**src/rtl/cmd_consts.svh**
```systemverilog
// constants of the command interpreter: codes, lengths, limits, defaults
// assumes inclusion by bare name from every rtl file that needs them
`ifndef CMD_CONSTS_SVH
`define CMD_CONSTS_SVH

// ----------------------------------------
// framing
// ----------------------------------------
`define SOF        8'h02
`define REPLY_BIT  8'h40
`define LEN_NONE   8'h00
`define LEN_ONE    8'h01

// ----------------------------------------
// command codes
// ----------------------------------------
`define Q_VERSION  8'h0C
`define Q_IDENT    8'h0B
`define Q_SRST     8'h05
`define Q_RSSI     8'h0D
`define Q_LOADER   8'h12
`define Q_OPMODE   8'h28
`define Q_CHAN     8'h20
`define Q_ADDR     8'h21
`define Q_SUBNET   8'h22
`define Q_POWER    8'h23
`define IND_STATE  8'hC0

// ----------------------------------------
// answer lengths and values
// ----------------------------------------
`define LEN_VERSION 3'h3
`define LEN_IDENT   3'h4
`define LEN_STATUS  3'h1
`define ST_OK       8'h00
`define ST_ERR      8'h01
`define MODE_LP     8'h01

// ----------------------------------------
// limits and reset values
// ----------------------------------------
`define CHAN_MAX   8'h13
`define ADDR_MAX   8'hFE
`define POWER_MAX  8'h0A
`define DEF_CHAN   8'h06
`define DEF_ADDR   8'h00
`define DEF_SUBNET 8'h01
`define DEF_POWER  8'h05
`define RSSI_NONE  8'h00

// ----------------------------------------
// identity, values arbitrary
// ----------------------------------------
`define VER_MAJOR  8'h01
`define VER_MINOR  8'h00
`define VER_REV    8'h00
`define PRODUCT_ID 8'h5A
`define SERIAL_NO  24'h00_0001

`endif

```
**src/rtl/cmd_pkg.sv**
```systemverilog
// types shared by the command interpreter and its frame sender
// assumes nothing beyond a SystemVerilog compiler
package cmd_pkg;

	// ----------------------------------------
	// frame to send
	// ----------------------------------------
	typedef struct packed {
		logic [7:0]      cmd;
		logic [2:0]      len;
		logic [3:0][7:0] pay;
	} txreq_t;

	// ----------------------------------------
	// state machines
	// ----------------------------------------
	typedef enum logic [2:0] {R_IDLE, R_CMD, R_LEN, R_PAY, R_CS} rx_st_t;
	typedef enum logic [1:0] {PH_RUN, PH_SRST, PH_LOAD, PH_BOOT} phase_t;

	typedef struct packed {
		rx_st_t     rs;
		logic [7:0] cmd;
		logic [7:0] len;
		logic [7:0] cnt;
		logic [7:0] pay;
		logic [7:0] acc;
		logic       pend;
		phase_t     ph;
		logic       txw;
		logic       ind;
		logic [7:0] chan;
		logic [7:0] addr;
		logic [7:0] sub;
		logic [7:0] pwr;
		logic       lp;
		logic       boot;
		logic [7:0] rssi;
		logic       st;
		txreq_t     tx;
	} main_st_t;

	typedef struct packed {
		logic       busy;
		logic       valid;
		logic [2:0] idx;
		logic [7:0] data;
		logic       done;
		txreq_t     req;
	} ftx_st_t;

endpackage : cmd_pkg

```
**src/rtl/tx_if.sv**
```systemverilog
// request path from the interpreter to the frame sender
// assumes both ends share one clock
interface tx_if;
	logic            start;
	cmd_pkg::txreq_t req;
	logic            busy;
	logic            done;

	modport src (output start, output req, input busy, input done);
	modport snk (input start, input req, output busy, output done);
endinterface : tx_if

```
**src/rtl/frame_tx.sv**
```systemverilog
// frame sender: start byte, command, length, payload, check byte
// assumes a byte sink taking a byte on valid and ready both high
`include "cmd_consts.svh"

module frame_tx (
	input  wire logic  sys_clk_i,
	input  wire logic  sys_rst_i,
	input  wire logic  ce_i,
	tx_if.snk          t,
	input  wire logic  tx_ready_i,
	output logic       tx_valid_o,
	output logic [7:0] tx_byte_o
);
	cmd_pkg::ftx_st_t q;
	cmd_pkg::ftx_st_t d;

	// ----------------------------------------
	// byte helpers
	// ----------------------------------------
	function automatic logic [7:0] chk(input cmd_pkg::txreq_t r);
		logic [7:0] a;
		a = `SOF ^ r.cmd ^ {5'h00, r.len};
		for (int i = 0; i < 4; i++) begin
			if (3'(i) < r.len) a = a ^ r.pay[i];
		end
		return a;
	endfunction : chk

	function automatic logic [7:0] byte_at(input cmd_pkg::txreq_t r, input logic [2:0] ix);
		logic [2:0] k;
		k = ix - 3'h3;
		case (ix)
			3'h0: byte_at = `SOF;
			3'h1: byte_at = r.cmd;
			3'h2: byte_at = {5'h00, r.len};
			default: byte_at = (k < r.len) ? r.pay[k[1:0]] : chk(r);
		endcase
	endfunction : byte_at

	// ----------------------------------------
	// sequencer
	// ----------------------------------------
	always_comb begin
		d = q;
		d.done = 1'b0;
		if (t.start && !q.busy) begin
			d.busy  = 1'b1;
			d.valid = 1'b1;
			d.req   = t.req;
			d.idx   = 3'h0;
			d.data  = `SOF;
		end else if (q.valid && tx_ready_i) begin
			if (q.idx == 3'(q.req.len + 3'h3)) begin
				d.valid = 1'b0;
				d.busy  = 1'b0;
				d.done  = 1'b1;
			end else begin
				d.idx  = q.idx + 3'h1;
				d.data = byte_at(q.req, q.idx + 3'h1);
			end
		end
	end

	always_ff @(posedge sys_clk_i or posedge sys_rst_i) begin
		if (sys_rst_i) q <= '0;
		else if (ce_i) q <= d;
	end

	assign t.busy     = q.busy;
	assign t.done     = q.done;
	assign tx_valid_o = q.valid;
	assign tx_byte_o  = q.data;
endmodule : frame_tx

```
**src/rtl/cmd_interp.sv**
```systemverilog
// command interpreter: parses request frames, answers, keeps volatile settings
// assumes byte streams in and out synchronous to sys_clk_i, 10 MHz
//
// How it works
// - frames are start 0x02, command, length, payload, check byte
// - check byte is xor of all earlier frame bytes from start
// - version query answers major, minor, revision
// - identity query answers product identifier then serial, MSB first
// - soft reset answers first, resets only after answer is sent
// - soft reset restores all volatile settings to defaults
// - state indication sent after soft reset and after power-up
// - state indication on entering or leaving low-power mode
// - signal-strength query answers stored last-packet strength
// - strength byte means dBm = -120 + 8 * value
// - strength reads zero until a packet arrives
// - loader request answers, then enters the firmware loader
// - only the hardware reset leaves the loader
// - operating-mode request 0x01 enters low power, answers status 0x01
// - channel request sets channel 0x00 to 0x13, answers status
// - source address request sets 0x00 to 0xFE, answers status
// - subnet request sets subnet, answers status
// - power request sets level 0x00 to 0x0A, answers status
`include "cmd_consts.svh"

module cmd_interp (
	input  wire logic  sys_clk_i,
	input  wire logic  sys_rst_i,
	input  wire logic  ce_i,
	input  wire logic  rx_valid_i,
	input  wire logic  [7:0] rx_byte_i,
	input  wire logic  tx_ready_i,
	output logic       tx_valid_o,
	output logic [7:0] tx_byte_o,
	input  wire logic  rssi_valid_i,
	input  wire logic  [7:0] rssi_i,
	input  wire logic  wake_i,
	output logic [7:0] channel_o,
	output logic [7:0] src_addr_o,
	output logic [7:0] subnet_o,
	output logic [7:0] power_o,
	output logic       low_power_mode_o,
	output logic       loader_o
);
	localparam logic [23:0] SERIAL = `SERIAL_NO;

	cmd_pkg::main_st_t q;
	cmd_pkg::main_st_t d;
	tx_if              t ();
	logic              free;
	logic              go;
	logic              rx_en;

	// ----------------------------------------
	// helpers
	// ----------------------------------------
	function automatic cmd_pkg::txreq_t mk(input logic [7:0] c, input logic [2:0] l,
		input logic [31:0] p);
		mk.cmd = c;
		mk.len = l;
		mk.pay = p;
	endfunction : mk

	function automatic logic [31:0] status(input logic bad);
		return {24'h00_0000, bad ? `ST_ERR : `ST_OK};
	endfunction : status

	function automatic logic subnet_bad(input logic [7:0] s);
		case (s)
			8'h00, 8'h30, 8'h33, 8'h63, 8'h66, 8'h92, 8'h99, 8'hCC: subnet_bad = 1'b1;
			default: subnet_bad = 1'b0;
		endcase
	endfunction : subnet_bad

	// ----------------------------------------
	// frame sender
	// ----------------------------------------
	frame_tx u_tx (
		.sys_clk_i  (sys_clk_i),
		.sys_rst_i  (sys_rst_i),
		.ce_i       (ce_i),
		.t          (t.snk),
		.tx_ready_i (tx_ready_i),
		.tx_valid_o (tx_valid_o),
		.tx_byte_o  (tx_byte_o)
	);

	assign t.start = q.st;
	assign t.req   = q.tx;

	assign free  = !q.txw && !t.busy && !q.st;
	assign go    = ce_i && free && q.pend && q.ph == cmd_pkg::PH_RUN;
	assign rx_en = ce_i && rx_valid_i && q.ph == cmd_pkg::PH_RUN && !q.lp;

	// ----------------------------------------
	// next state
	// ----------------------------------------
	always_comb begin
		logic            send;
		logic            bad;
		logic [7:0]      rc;
		cmd_pkg::txreq_t r;
		send = 1'b0;
		bad  = 1'b0;
		rc   = q.cmd | `REPLY_BIT;
		r    = q.tx;
		d    = q;
		d.st = 1'b0;
		if (t.done) d.txw = 1'b0;

		// stored strength of the last packet, zero from start-up
		if (rssi_valid_i) d.rssi = rssi_i;

		// cleared before the parser, so a frame ending now stays pending
		if (go) d.pend = 1'b0;

		// receive parser
		if (rx_en) begin
			case (q.rs)
				cmd_pkg::R_IDLE: begin
					if (rx_byte_i == `SOF) begin
						d.rs  = cmd_pkg::R_CMD;
						d.acc = `SOF;
					end
				end
				cmd_pkg::R_CMD: begin
					d.cmd = rx_byte_i;
					d.acc = q.acc ^ rx_byte_i;
					d.rs  = cmd_pkg::R_LEN;
				end
				cmd_pkg::R_LEN: begin
					d.len = rx_byte_i;
					d.cnt = 8'h00;
					d.acc = q.acc ^ rx_byte_i;
					d.rs  = (rx_byte_i == `LEN_NONE) ? cmd_pkg::R_CS : cmd_pkg::R_PAY;
				end
				cmd_pkg::R_PAY: begin
					if (q.cnt == 8'h00) d.pay = rx_byte_i;
					d.acc = q.acc ^ rx_byte_i;
					d.cnt = q.cnt + 8'h01;
					if (q.cnt + 8'h01 == q.len) d.rs = cmd_pkg::R_CS;
				end
				cmd_pkg::R_CS: begin
					d.rs = cmd_pkg::R_IDLE;
					if (rx_byte_i == q.acc) d.pend = 1'b1;
				end
				default: d.rs = cmd_pkg::R_IDLE;
			endcase
		end

		// request execution
		if (go) begin
			case (q.cmd)
				`Q_VERSION: begin
					if (q.len == `LEN_NONE) begin
						send = 1'b1;
						r = mk(rc, `LEN_VERSION, {8'h00, `VER_REV, `VER_MINOR, `VER_MAJOR});
					end
				end
				`Q_IDENT: begin
					if (q.len == `LEN_NONE) begin
						send = 1'b1;
						r = mk(rc, `LEN_IDENT,
							{SERIAL[7:0], SERIAL[15:8], SERIAL[23:16], `PRODUCT_ID});
					end
				end
				`Q_SRST: begin
					if (q.len == `LEN_NONE) begin
						send = 1'b1;
						r    = mk(rc, `LEN_STATUS, status(1'b0));
						d.ph = cmd_pkg::PH_SRST;
					end
				end
				`Q_RSSI: begin
					if (q.len == `LEN_NONE) begin
						send = 1'b1;
						r = mk(rc, `LEN_STATUS, {24'h00_0000, q.rssi});
					end
				end
				`Q_LOADER: begin
					if (q.len == `LEN_NONE) begin
						send = 1'b1;
						r    = mk(rc, `LEN_STATUS, status(1'b0));
						d.ph = cmd_pkg::PH_LOAD;
					end
				end
				`Q_OPMODE: begin
					if (q.len == `LEN_ONE && q.pay == `MODE_LP) begin
						send  = 1'b1;
						d.lp  = 1'b1;
						d.ind = 1'b1;
						r     = mk(rc, `LEN_STATUS, {24'h00_0000, `MODE_LP});
					end
				end
				`Q_CHAN: begin
					if (q.len == `LEN_ONE) begin
						bad  = q.pay > `CHAN_MAX;
						send = 1'b1;
						r    = mk(rc, `LEN_STATUS, status(bad));
						if (!bad) d.chan = q.pay;
					end
				end
				`Q_ADDR: begin
					if (q.len == `LEN_ONE) begin
						bad  = q.pay > `ADDR_MAX;
						send = 1'b1;
						r    = mk(rc, `LEN_STATUS, status(bad));
						if (!bad) d.addr = q.pay;
					end
				end
				`Q_SUBNET: begin
					if (q.len == `LEN_ONE) begin
						bad  = subnet_bad(q.pay);
						send = 1'b1;
						r    = mk(rc, `LEN_STATUS, status(bad));
						if (!bad) d.sub = q.pay;
					end
				end
				`Q_POWER: begin
					if (q.len == `LEN_ONE) begin
						bad  = q.pay > `POWER_MAX;
						send = 1'b1;
						r    = mk(rc, `LEN_STATUS, status(bad));
						if (!bad) d.pwr = q.pay;
					end
				end
				default: send = 1'b0;
			endcase
		end else if (ce_i && free && q.ind && q.ph == cmd_pkg::PH_RUN) begin
			// owed indication, after any answer
			send  = 1'b1;
			d.ind = 1'b0;
			r     = mk(`IND_STATE, `LEN_STATUS, {24'h00_0000, 7'h00, q.lp});
		end

		// wake from low power, after the send so a new owed indication wins
		if (ce_i && wake_i && q.lp && q.ph == cmd_pkg::PH_RUN) begin
			d.lp  = 1'b0;
			d.ind = 1'b1;
		end

		if (send) begin
			d.st  = 1'b1;
			d.txw = 1'b1;
			d.tx  = r;
		end

		// after the answer has gone out
		if (ce_i && t.done) begin
			case (q.ph)
				cmd_pkg::PH_SRST: begin
					d.ph   = cmd_pkg::PH_RUN;
					d.chan = `DEF_CHAN;
					d.addr = `DEF_ADDR;
					d.sub  = `DEF_SUBNET;
					d.pwr  = `DEF_POWER;
					d.lp   = 1'b0;
					d.rssi = `RSSI_NONE;
					d.rs   = cmd_pkg::R_IDLE;
					d.pend = 1'b0;
					d.ind  = 1'b1;
				end
				cmd_pkg::PH_LOAD: begin
					d.ph   = cmd_pkg::PH_BOOT;
					d.boot = 1'b1;
					d.pend = 1'b0;
					d.ind  = 1'b0;
				end
				default: d.ph = q.ph;
			endcase
		end
	end

	// ----------------------------------------
	// state register
	// ----------------------------------------
	always_ff @(posedge sys_clk_i or posedge sys_rst_i) begin
		if (sys_rst_i) begin
			q      <= '0;
			q.chan <= `DEF_CHAN;
			q.addr <= `DEF_ADDR;
			q.sub  <= `DEF_SUBNET;
			q.pwr  <= `DEF_POWER;
			q.rssi <= `RSSI_NONE;
			q.ind  <= 1'b1;
		end else if (ce_i) begin
			q <= d;
		end
	end

	assign channel_o        = q.chan;
	assign src_addr_o       = q.addr;
	assign subnet_o         = q.sub;
	assign power_o          = q.pwr;
	assign low_power_mode_o = q.lp;
	assign loader_o         = q.boot;
endmodule : cmd_interp

```
**config.mk**
```make
export PLATFORM = sky130hd
export DESIGN_NAME = cmd_interp
export DESIGN_NICKNAME = d
export VERILOG_FILES = /design/src/rtl/cmd_pkg.sv /design/src/rtl/tx_if.sv /design/src/rtl/frame_tx.sv /design/src/rtl/cmd_interp.sv
export VERILOG_INCLUDE_DIRS = /design/src /design/src/rtl
export SDC_FILE = /design/constraint.sdc
export NUM_CORES = 1
export LEC_CHECK = 0
export BUFFER_PORTS_ARGS = -buffer_cell sky130_fd_sc_hd__buf_4
export CAP_MARGIN = 15
export CORE_MARGIN = 3
export CORE_UTILIZATION = 40
export DETAILED_ROUTE_END_ITERATION = 8
export PLACE_DENSITY_LB_ADDON = 0.12
export SETUP_SLACK_MARGIN = 0.4
export SLEW_MARGIN = 20
export SYNTH_ARGS = -nofsm -noshare
export SYNTH_HDL_FRONTEND = slang
export SYNTH_SLANG_ARGS = --single-unit
```
**constraint.sdc**
```tcl
create_clock -name sys_clk_i -period 4.3 [get_ports sys_clk_i]
set_clock_uncertainty 0.1 [all_clocks]
set_input_delay 0 -clock sys_clk_i [delete_from_list [all_inputs] [get_ports sys_clk_i]]
set_output_delay 0 -clock sys_clk_i [all_outputs]
set_load 0.01 [all_outputs]
```
== Yosys cells after proc, flatten, opt, wreduce, memory -nomap -nowiden ==
Cells that the tools add are included.
Word-level totals
  flip-flop bits (word level): 191
  output and inout bits: 43
  logic and storage cells: 262
  input bits: 23
Operators by class
  bitwise operators: 7
  muxes and demuxes: 106
  add/subtract/negate cells: 4
  eq/ne operators: 46
  $lt $le $gt $ge: 9
  reduce and logical (&&, ||, !) cells: 55
Operator list (number)
  2-to-1 mux 43 bit: 12
  one-hot mux 43 bit (9 select lines): 1
  2-to-1 mux 8 bit: 37
  2-to-1 mux 44 bit: 2
  2-to-1 mux 33 bit: 2
  == test 8 x 6 -> 1 bit, second input constant: 7
  bitwise XOR 8 bit: 5
  logical NOT 8 bit: 4
  one-hot mux 8 bit (2 select lines): 2
  2-to-1 mux 1 bit: 30
  != test 3 bit, second input constant: 10
  == test 8 x 4 -> 1 bit, second input constant: 3
  == test 8 bit, second input constant: 3
  one-hot mux 8 bit (3 select lines): 1
  2-to-1 mux 3 bit: 6
  AND reduction 3 bit: 6
  logical AND 1 bit: 17
  binary-select mux 8 bit (select 2 bit): 1
  == test 8 x 1 -> 1 bit, second input constant: 2
  == test 8 x 7 -> 1 bit, second input constant: 2
  == test 8 bit: 2
  2-to-1 mux 14 bit: 1
  nonzero test 2 bit: 7
  2-to-1 mux 13 bit: 1
  46 further kinds: 63

== Logic depth before layout (Yosys ltp) ==
  word-level depth: 27
  depth in mapped cells: 13
  gate-level depth less buffers: 10

== Modules after synthesis ==
A second synthesis with hierarchy kept.
Second synthesis, totals
  cells, all modules: 891
  area total of the unflattened synthesis: 9352.7 sq um
By module, submodules not included
  cmd_interp: area an instance 5982.0 sq um, cells each 599, sequential area each 2760.1 sq um, instances 1
  frame_tx: area an instance 3370.7 sq um, cells each 292, sequential area each 1401.3 sq um, instances 1

== Worst setup path before layout ==
OpenSTA, ideal clock, no wires.
  path kind: flip-flop to flip-flop
  start: register u_tx.q[52] in the netlist's numbering
  end: register u_tx.q, in the netlist u_tx.tx_byte_o[1]
  clock period less this slack: 3011 ps
  arrival: 2829 ps
  slack: 1289 ps
  buffers on the path: 2
  setup time: 82 ps
  data required time: 4118 ps
  cell stages (with the launch flop): 13
  path through: dfrtp_1 > inv_1 > ha_1 > clkbuf_1 > or2_2 > clkbuf_1 > ha_1 > nor2b_1 > o21a_1 > or4_1 > o221ai_1 > a41oi_1 > a31oi_1
Between the ends
  word-level cells in the longest chain between the ends: 9
  elaborated cells on any way between the ends: 16
  classes of those cells: add/sub (2); order compare (1); eq/ne (4); mux (7); reduce/logical (2)
Ends and longest elaborated chain
  start: declaration: line frame_tx.sv:14  | cmd_pkg::ftx_st_t q;
  start signal: assignment: line frame_tx.sv:65  | if (sys_rst_i) q <= '0;
  start signal: assignment: line frame_tx.sv:66  | else if (ce_i) q <= d;
  adder 3 x 1 -> 3 bit: line frame_tx.sv:59  | d.data = byte_at(q.req, q.idx + 3'h1);
  subtractor 3 x 2 -> 3 bit: line frame_tx.sv:31  | k = ix - 3'h3;
  binary-select mux 8 bit (select 2 bit): line frame_tx.sv:36  | default: byte_at = (k < r.len) ? r.pay[k[1:0]] : chk(r);
  2-to-1 mux 8 bit (not written as such): line frame_tx.sv:36
  2-to-1 mux 8 bit: line frame_tx.sv:36
  one-hot mux 8 bit (3 select lines): line frame_tx.sv:32  | case (ix)
  2-to-1 mux 11 bit: line frame_tx.sv:53  | if (q.idx == 3'(q.req.len + 3'h3)) begin
  2-to-1 mux 14 bit: line frame_tx.sv:52  | end else if (q.valid && tx_ready_i) begin
  2-to-1 mux 13 bit: line frame_tx.sv:46  | if (t.start && !q.busy) begin
Parallel ways exist; a longest one is shown, timed or not. The select of a mux whose other input is x is not followed.
A chain may end at the register's enable or synchronous reset.

== Worst setup path after layout ==
  start: register u_tx.q[52] in the netlist's numbering
  end: register u_tx.q, in the netlist u_tx.tx_byte_o[3]
The elaborated chain is that of the path after synthesis.

==> results.json <==
{
  "grt_max_degree": 110,
  "grt_pass1_wl_mm": 30.24,
  "clock_latency_ns": 0.41,
  "die_h_um": 144.4,
  "vias_per_cell": 5.536,
  "fin_area_mm2": 0.008944,
  "layout-drive-gt1-share_pct": 19.55,
  "yosys.area.top_type": "dfrtp_1",
  "drc": 0,
  "synth_enable_flop_cells": 0,
  "whs_endpoint": "q[51]",
  "min_from": "rssi_valid_i",
  "syn2layout_area_growth_pct": 16.74,
  "hold_path_class": "input port to flip-flop",
  "path_clk_slew_ns": 0.06,
  "io_buffers": 65,
  "dp.cells": 1010,
  "syn_area_mm2": 0.007661,
  "slew_headroom_pct": 34.58,
  "ir_drop_uv": 344.0,
  "ys_warn_count": 0,
  "syn_avg_cell_area_um2": 9.612,
  "seq_area_frac_synth_pct": 46.48,
  "die_x_um": 144.4,
  "critPathKind": "flip-flop to flip-flop",
  "firstDrtPassIters": 5,
  "core_mm2": 0.01839,
  "fin_hold_ws_ns": 0.02178,
  "cts_buffers": 17,
  "r2r_start": "u_tx.q[52]",
  "ctsResizeCount": 0,
  "start_util_pct": 41.65,
  "drtAntennaViolNets": 0,
  "worstPathMaxFanout": 9,
  "fin_cells": 1073,
  "path_cells": "inv_1, ha_1, or2_2, ha_1, nor2b_1, o21a_1, o21ai_0, o21ai_0, a221oi_1, o31ai_1",
  "reg2reg_to": "u_tx.tx_byte_o[3]",
  "n_fill_cell": 1747,
  "status": "finished clean",
  "arrival_ns": 3.54,
  "setup_viol": 0,
  "htree_levels": 4,
  "grt_usage_pct": 18.22,
  "fin_crit_ns": 3.382,
  "ys_seq_elements": 142,
  "grt_overflow_total": 0,
  "worstMarginPinSlew_ns": 0.9814,
  "routedWlPerCell_um": 17.23,
  "synthDistinctLibCells": 72,
  "yosys-top-cells-area": "dfrtp_1 (44%), mux2_2 (6.0%), nand2_1 (4.3%)",
  "end_kind": "flip-flop",
  "cpPeakStageDelay_ns": 0.48,
  "antenna_cells": 0,
  "reg2reg_depth": 10,
  "synthArstFlopShare_pct": 100.0,
  "start_kind": "flip-flop",
  "synth_flop_cell": "dfrtp_1",
  "syn_nets": 834,
  "drv_cap": 0,
  "rows": 49,
  "p_leak_nw": 4.079,
  "synth_common_cells": "dfrtp_1 (136), nand2_1 (87), o21ai_0 (60), mux2_2 (41), buf_4 (40)",
  "hold_viol_final": 0,
  "finalCritPeriodShare_pct": 78.66,
  "drt_iter0_drc": 382,
  "fin_ws_ns": 0.9176,
  "hpwl_mm": 12.85,
  "io_pins": 66,
  "pre_cts_ws_ns": 1.095,
  "antenna_found_initial": 0,
  "num_vias": 5940,
  "r2r_setup_slack_ns": 0.92,
  "cp_slowest_cell": "dfrtp_1",
  "cts_tree": "built",
  "clock.fmax_ghz": 0.2956,
  "syn_inst": 797,
  "clock_path_buffers": 2,
  "routed_wl_mm": 18.49,
  "pwr_density_cell_mw_per_mm2": 575.8,
  "rsz0062_at_grt": "no",
  "setup-tns-final_ns": 0,
  "die_area_mm2": 0.02085,
  "cts.sinks": 142,
  "yosys.area.top_type_share_pct": 44.42,
  "yosysMostFrequentCell": "dfrtp_1",
  "slew_viol_final": 0,
  "nNetsFinal": 868,
  "hold_depth": 4,
  "first_global_vias": 5809,
  "cts_root_buf": "clkbuf_16",
  "gp_congestion": 0.8705,
  "required_ns": 4.46,
  "placed_area_mm2": 0.007999
}
## final cells by class
| type | instances | area (um^2) | share of cell area (%) |
|---|---|---|---|
| Clock inverter | 11 | 165.2 | 1.847 |
| Clock buffer | 21 | 450.4 | 5.036 |
| Inverter | 35 | 136.4 | 1.525 |
| Tap cell | 229 | 286.5 | 3.204 |
| Sequential cell | 142 | 3561 | 39.82 |
| Multi-Input combinational cell | 535 | 3498 | 39.12 |
| Timing Repair Buffer | 100 | 845.8 | 9.457 |
## worst max-delay path by stage
stage,depth (start not counted),endpoint,slack [ns],startpoint
final,10,u_tx.tx_byte_o[3],0.92,u_tx.q[52]
after detailed placement,10,u_tx.tx_byte_o[3],1.09,u_tx.q[52]
after global placement,10,u_tx.tx_byte_o[1],1.24,u_tx.q[52]
after global routing,10,u_tx.tx_byte_o[3],0.74,u_tx.q[52]
after CTS,10,u_tx.tx_byte_o[3],1.03,u_tx.q[52]
after floorplan,1,channel_o[0],0.40,sys_rst_i
## metrics by stage
| stage | util [%] | power (mW) |
|---|---|---|
| final | 48.63 | 5.150 |
| after global routing | 48.63 | 5.501 |
| after CTS | 48.47 | 5.194 |
| after detailed placement | 43.49 | 3.619 |
| after global placement | 43.49 | 3.571 |
| after floorplan | - | 3.219 |
## per-layer routing
metal,track usage (%),share of wire (%),vias up
met5,0,0,-
met4,5.449,1.8,0
met3,3.968,3.4,22
met2,29.92,50,134
met1,24.28,45,2934
li1,-,-,2850
## placed cells by master, fill, tap and decap left out, types with 7 or more instances in the layout
master | synthesis | routed
dfrtp_1 | 136 | 136
nand2_1 | 87 | 87
buf_4 | 40 | 69
o21ai_0 | 60 | 60
mux2_2 | 41 | 41
nor2_1 | 38 | 38
a21oi_1 | 38 | 38
nand3_1 | 37 | 37
inv_1 | 35 | 34
dlygate4sd3_1 | 0 | 30
o31ai_1 | 17 | 17
clkbuf_16 | 0 | 17
nand2b_1 | 16 | 16
ha_1 | 14 | 14
mux2i_1 | 13 | 13
nand4_1 | 11 | 11
xor2_1 | 10 | 10
nor2b_1 | 9 | 9
nor3_1 | 9 | 9
xnor2_1 | 9 | 9
a221oi_1 | 9 | 9
and3_1 | 9 | 8
and2_1 | 7 | 7
## worst max-delay path, delay by kind of cell, from the launching register on
| family | cells | cell delay, ns |
|---|---|---|
| DFF | 1 | 0.48 |
| and+or+nand+nor | 2 | 0.52 |
| adders and majority gates | 2 | 0.63 |
| AOI/OAI and AO/OA | 5 | 1.39 |
| buffers and inverters | 1 | 0.13 |
## kinds of logic (layout without fill, tap and decap cells)
logic type               Yosys count  after routing  synth area share, %
AO/OA/AOI/OAI                    175            175                14.41
XOR/XNOR                          20             20                2.466
adder cells (fa/ha/maj)           14             14                2.286
buffers and inverters            120            167                7.872
flip-flops                       142            142                46.48
multiplexers                      54             54                7.725
AND/OR/NAND/NOR                  272            272                18.77
## registers in the layout, summed over array words and instances (netlist names)
| name | flops |
|---|---|
| channel_o | 8 |
| loader_o | 1 |
| low_power_mode_o | 1 |
| power_o | 8 |
| q | 75 |
| src_addr_o | 8 |
| subnet_o | 8 |
| t.start | 1 |
| u_tx.q | 22 |
| u_tx.t.done | 1 |
| u_tx.tx_byte_o | 8 |
| u_tx.tx_valid_o | 1 |
## power by group
part	switching (mW)	internal [mW]	total, mW
clock	0.539	0.984	1.52
combinational	0.810	0.737	1.55
sequential	0.419	1.66	2.08
total	1.77	3.38	5.15
## what timing repair did
| action | 4_1_cts | 5_1_grt |
|---|---|---|
| hold buffers | 30 | 0 |
| hold endpoints to repair | 161 | 0 |
| setup buffers | 0 | 0 |
Note: power is estimated with default switching activity, not from simulation.
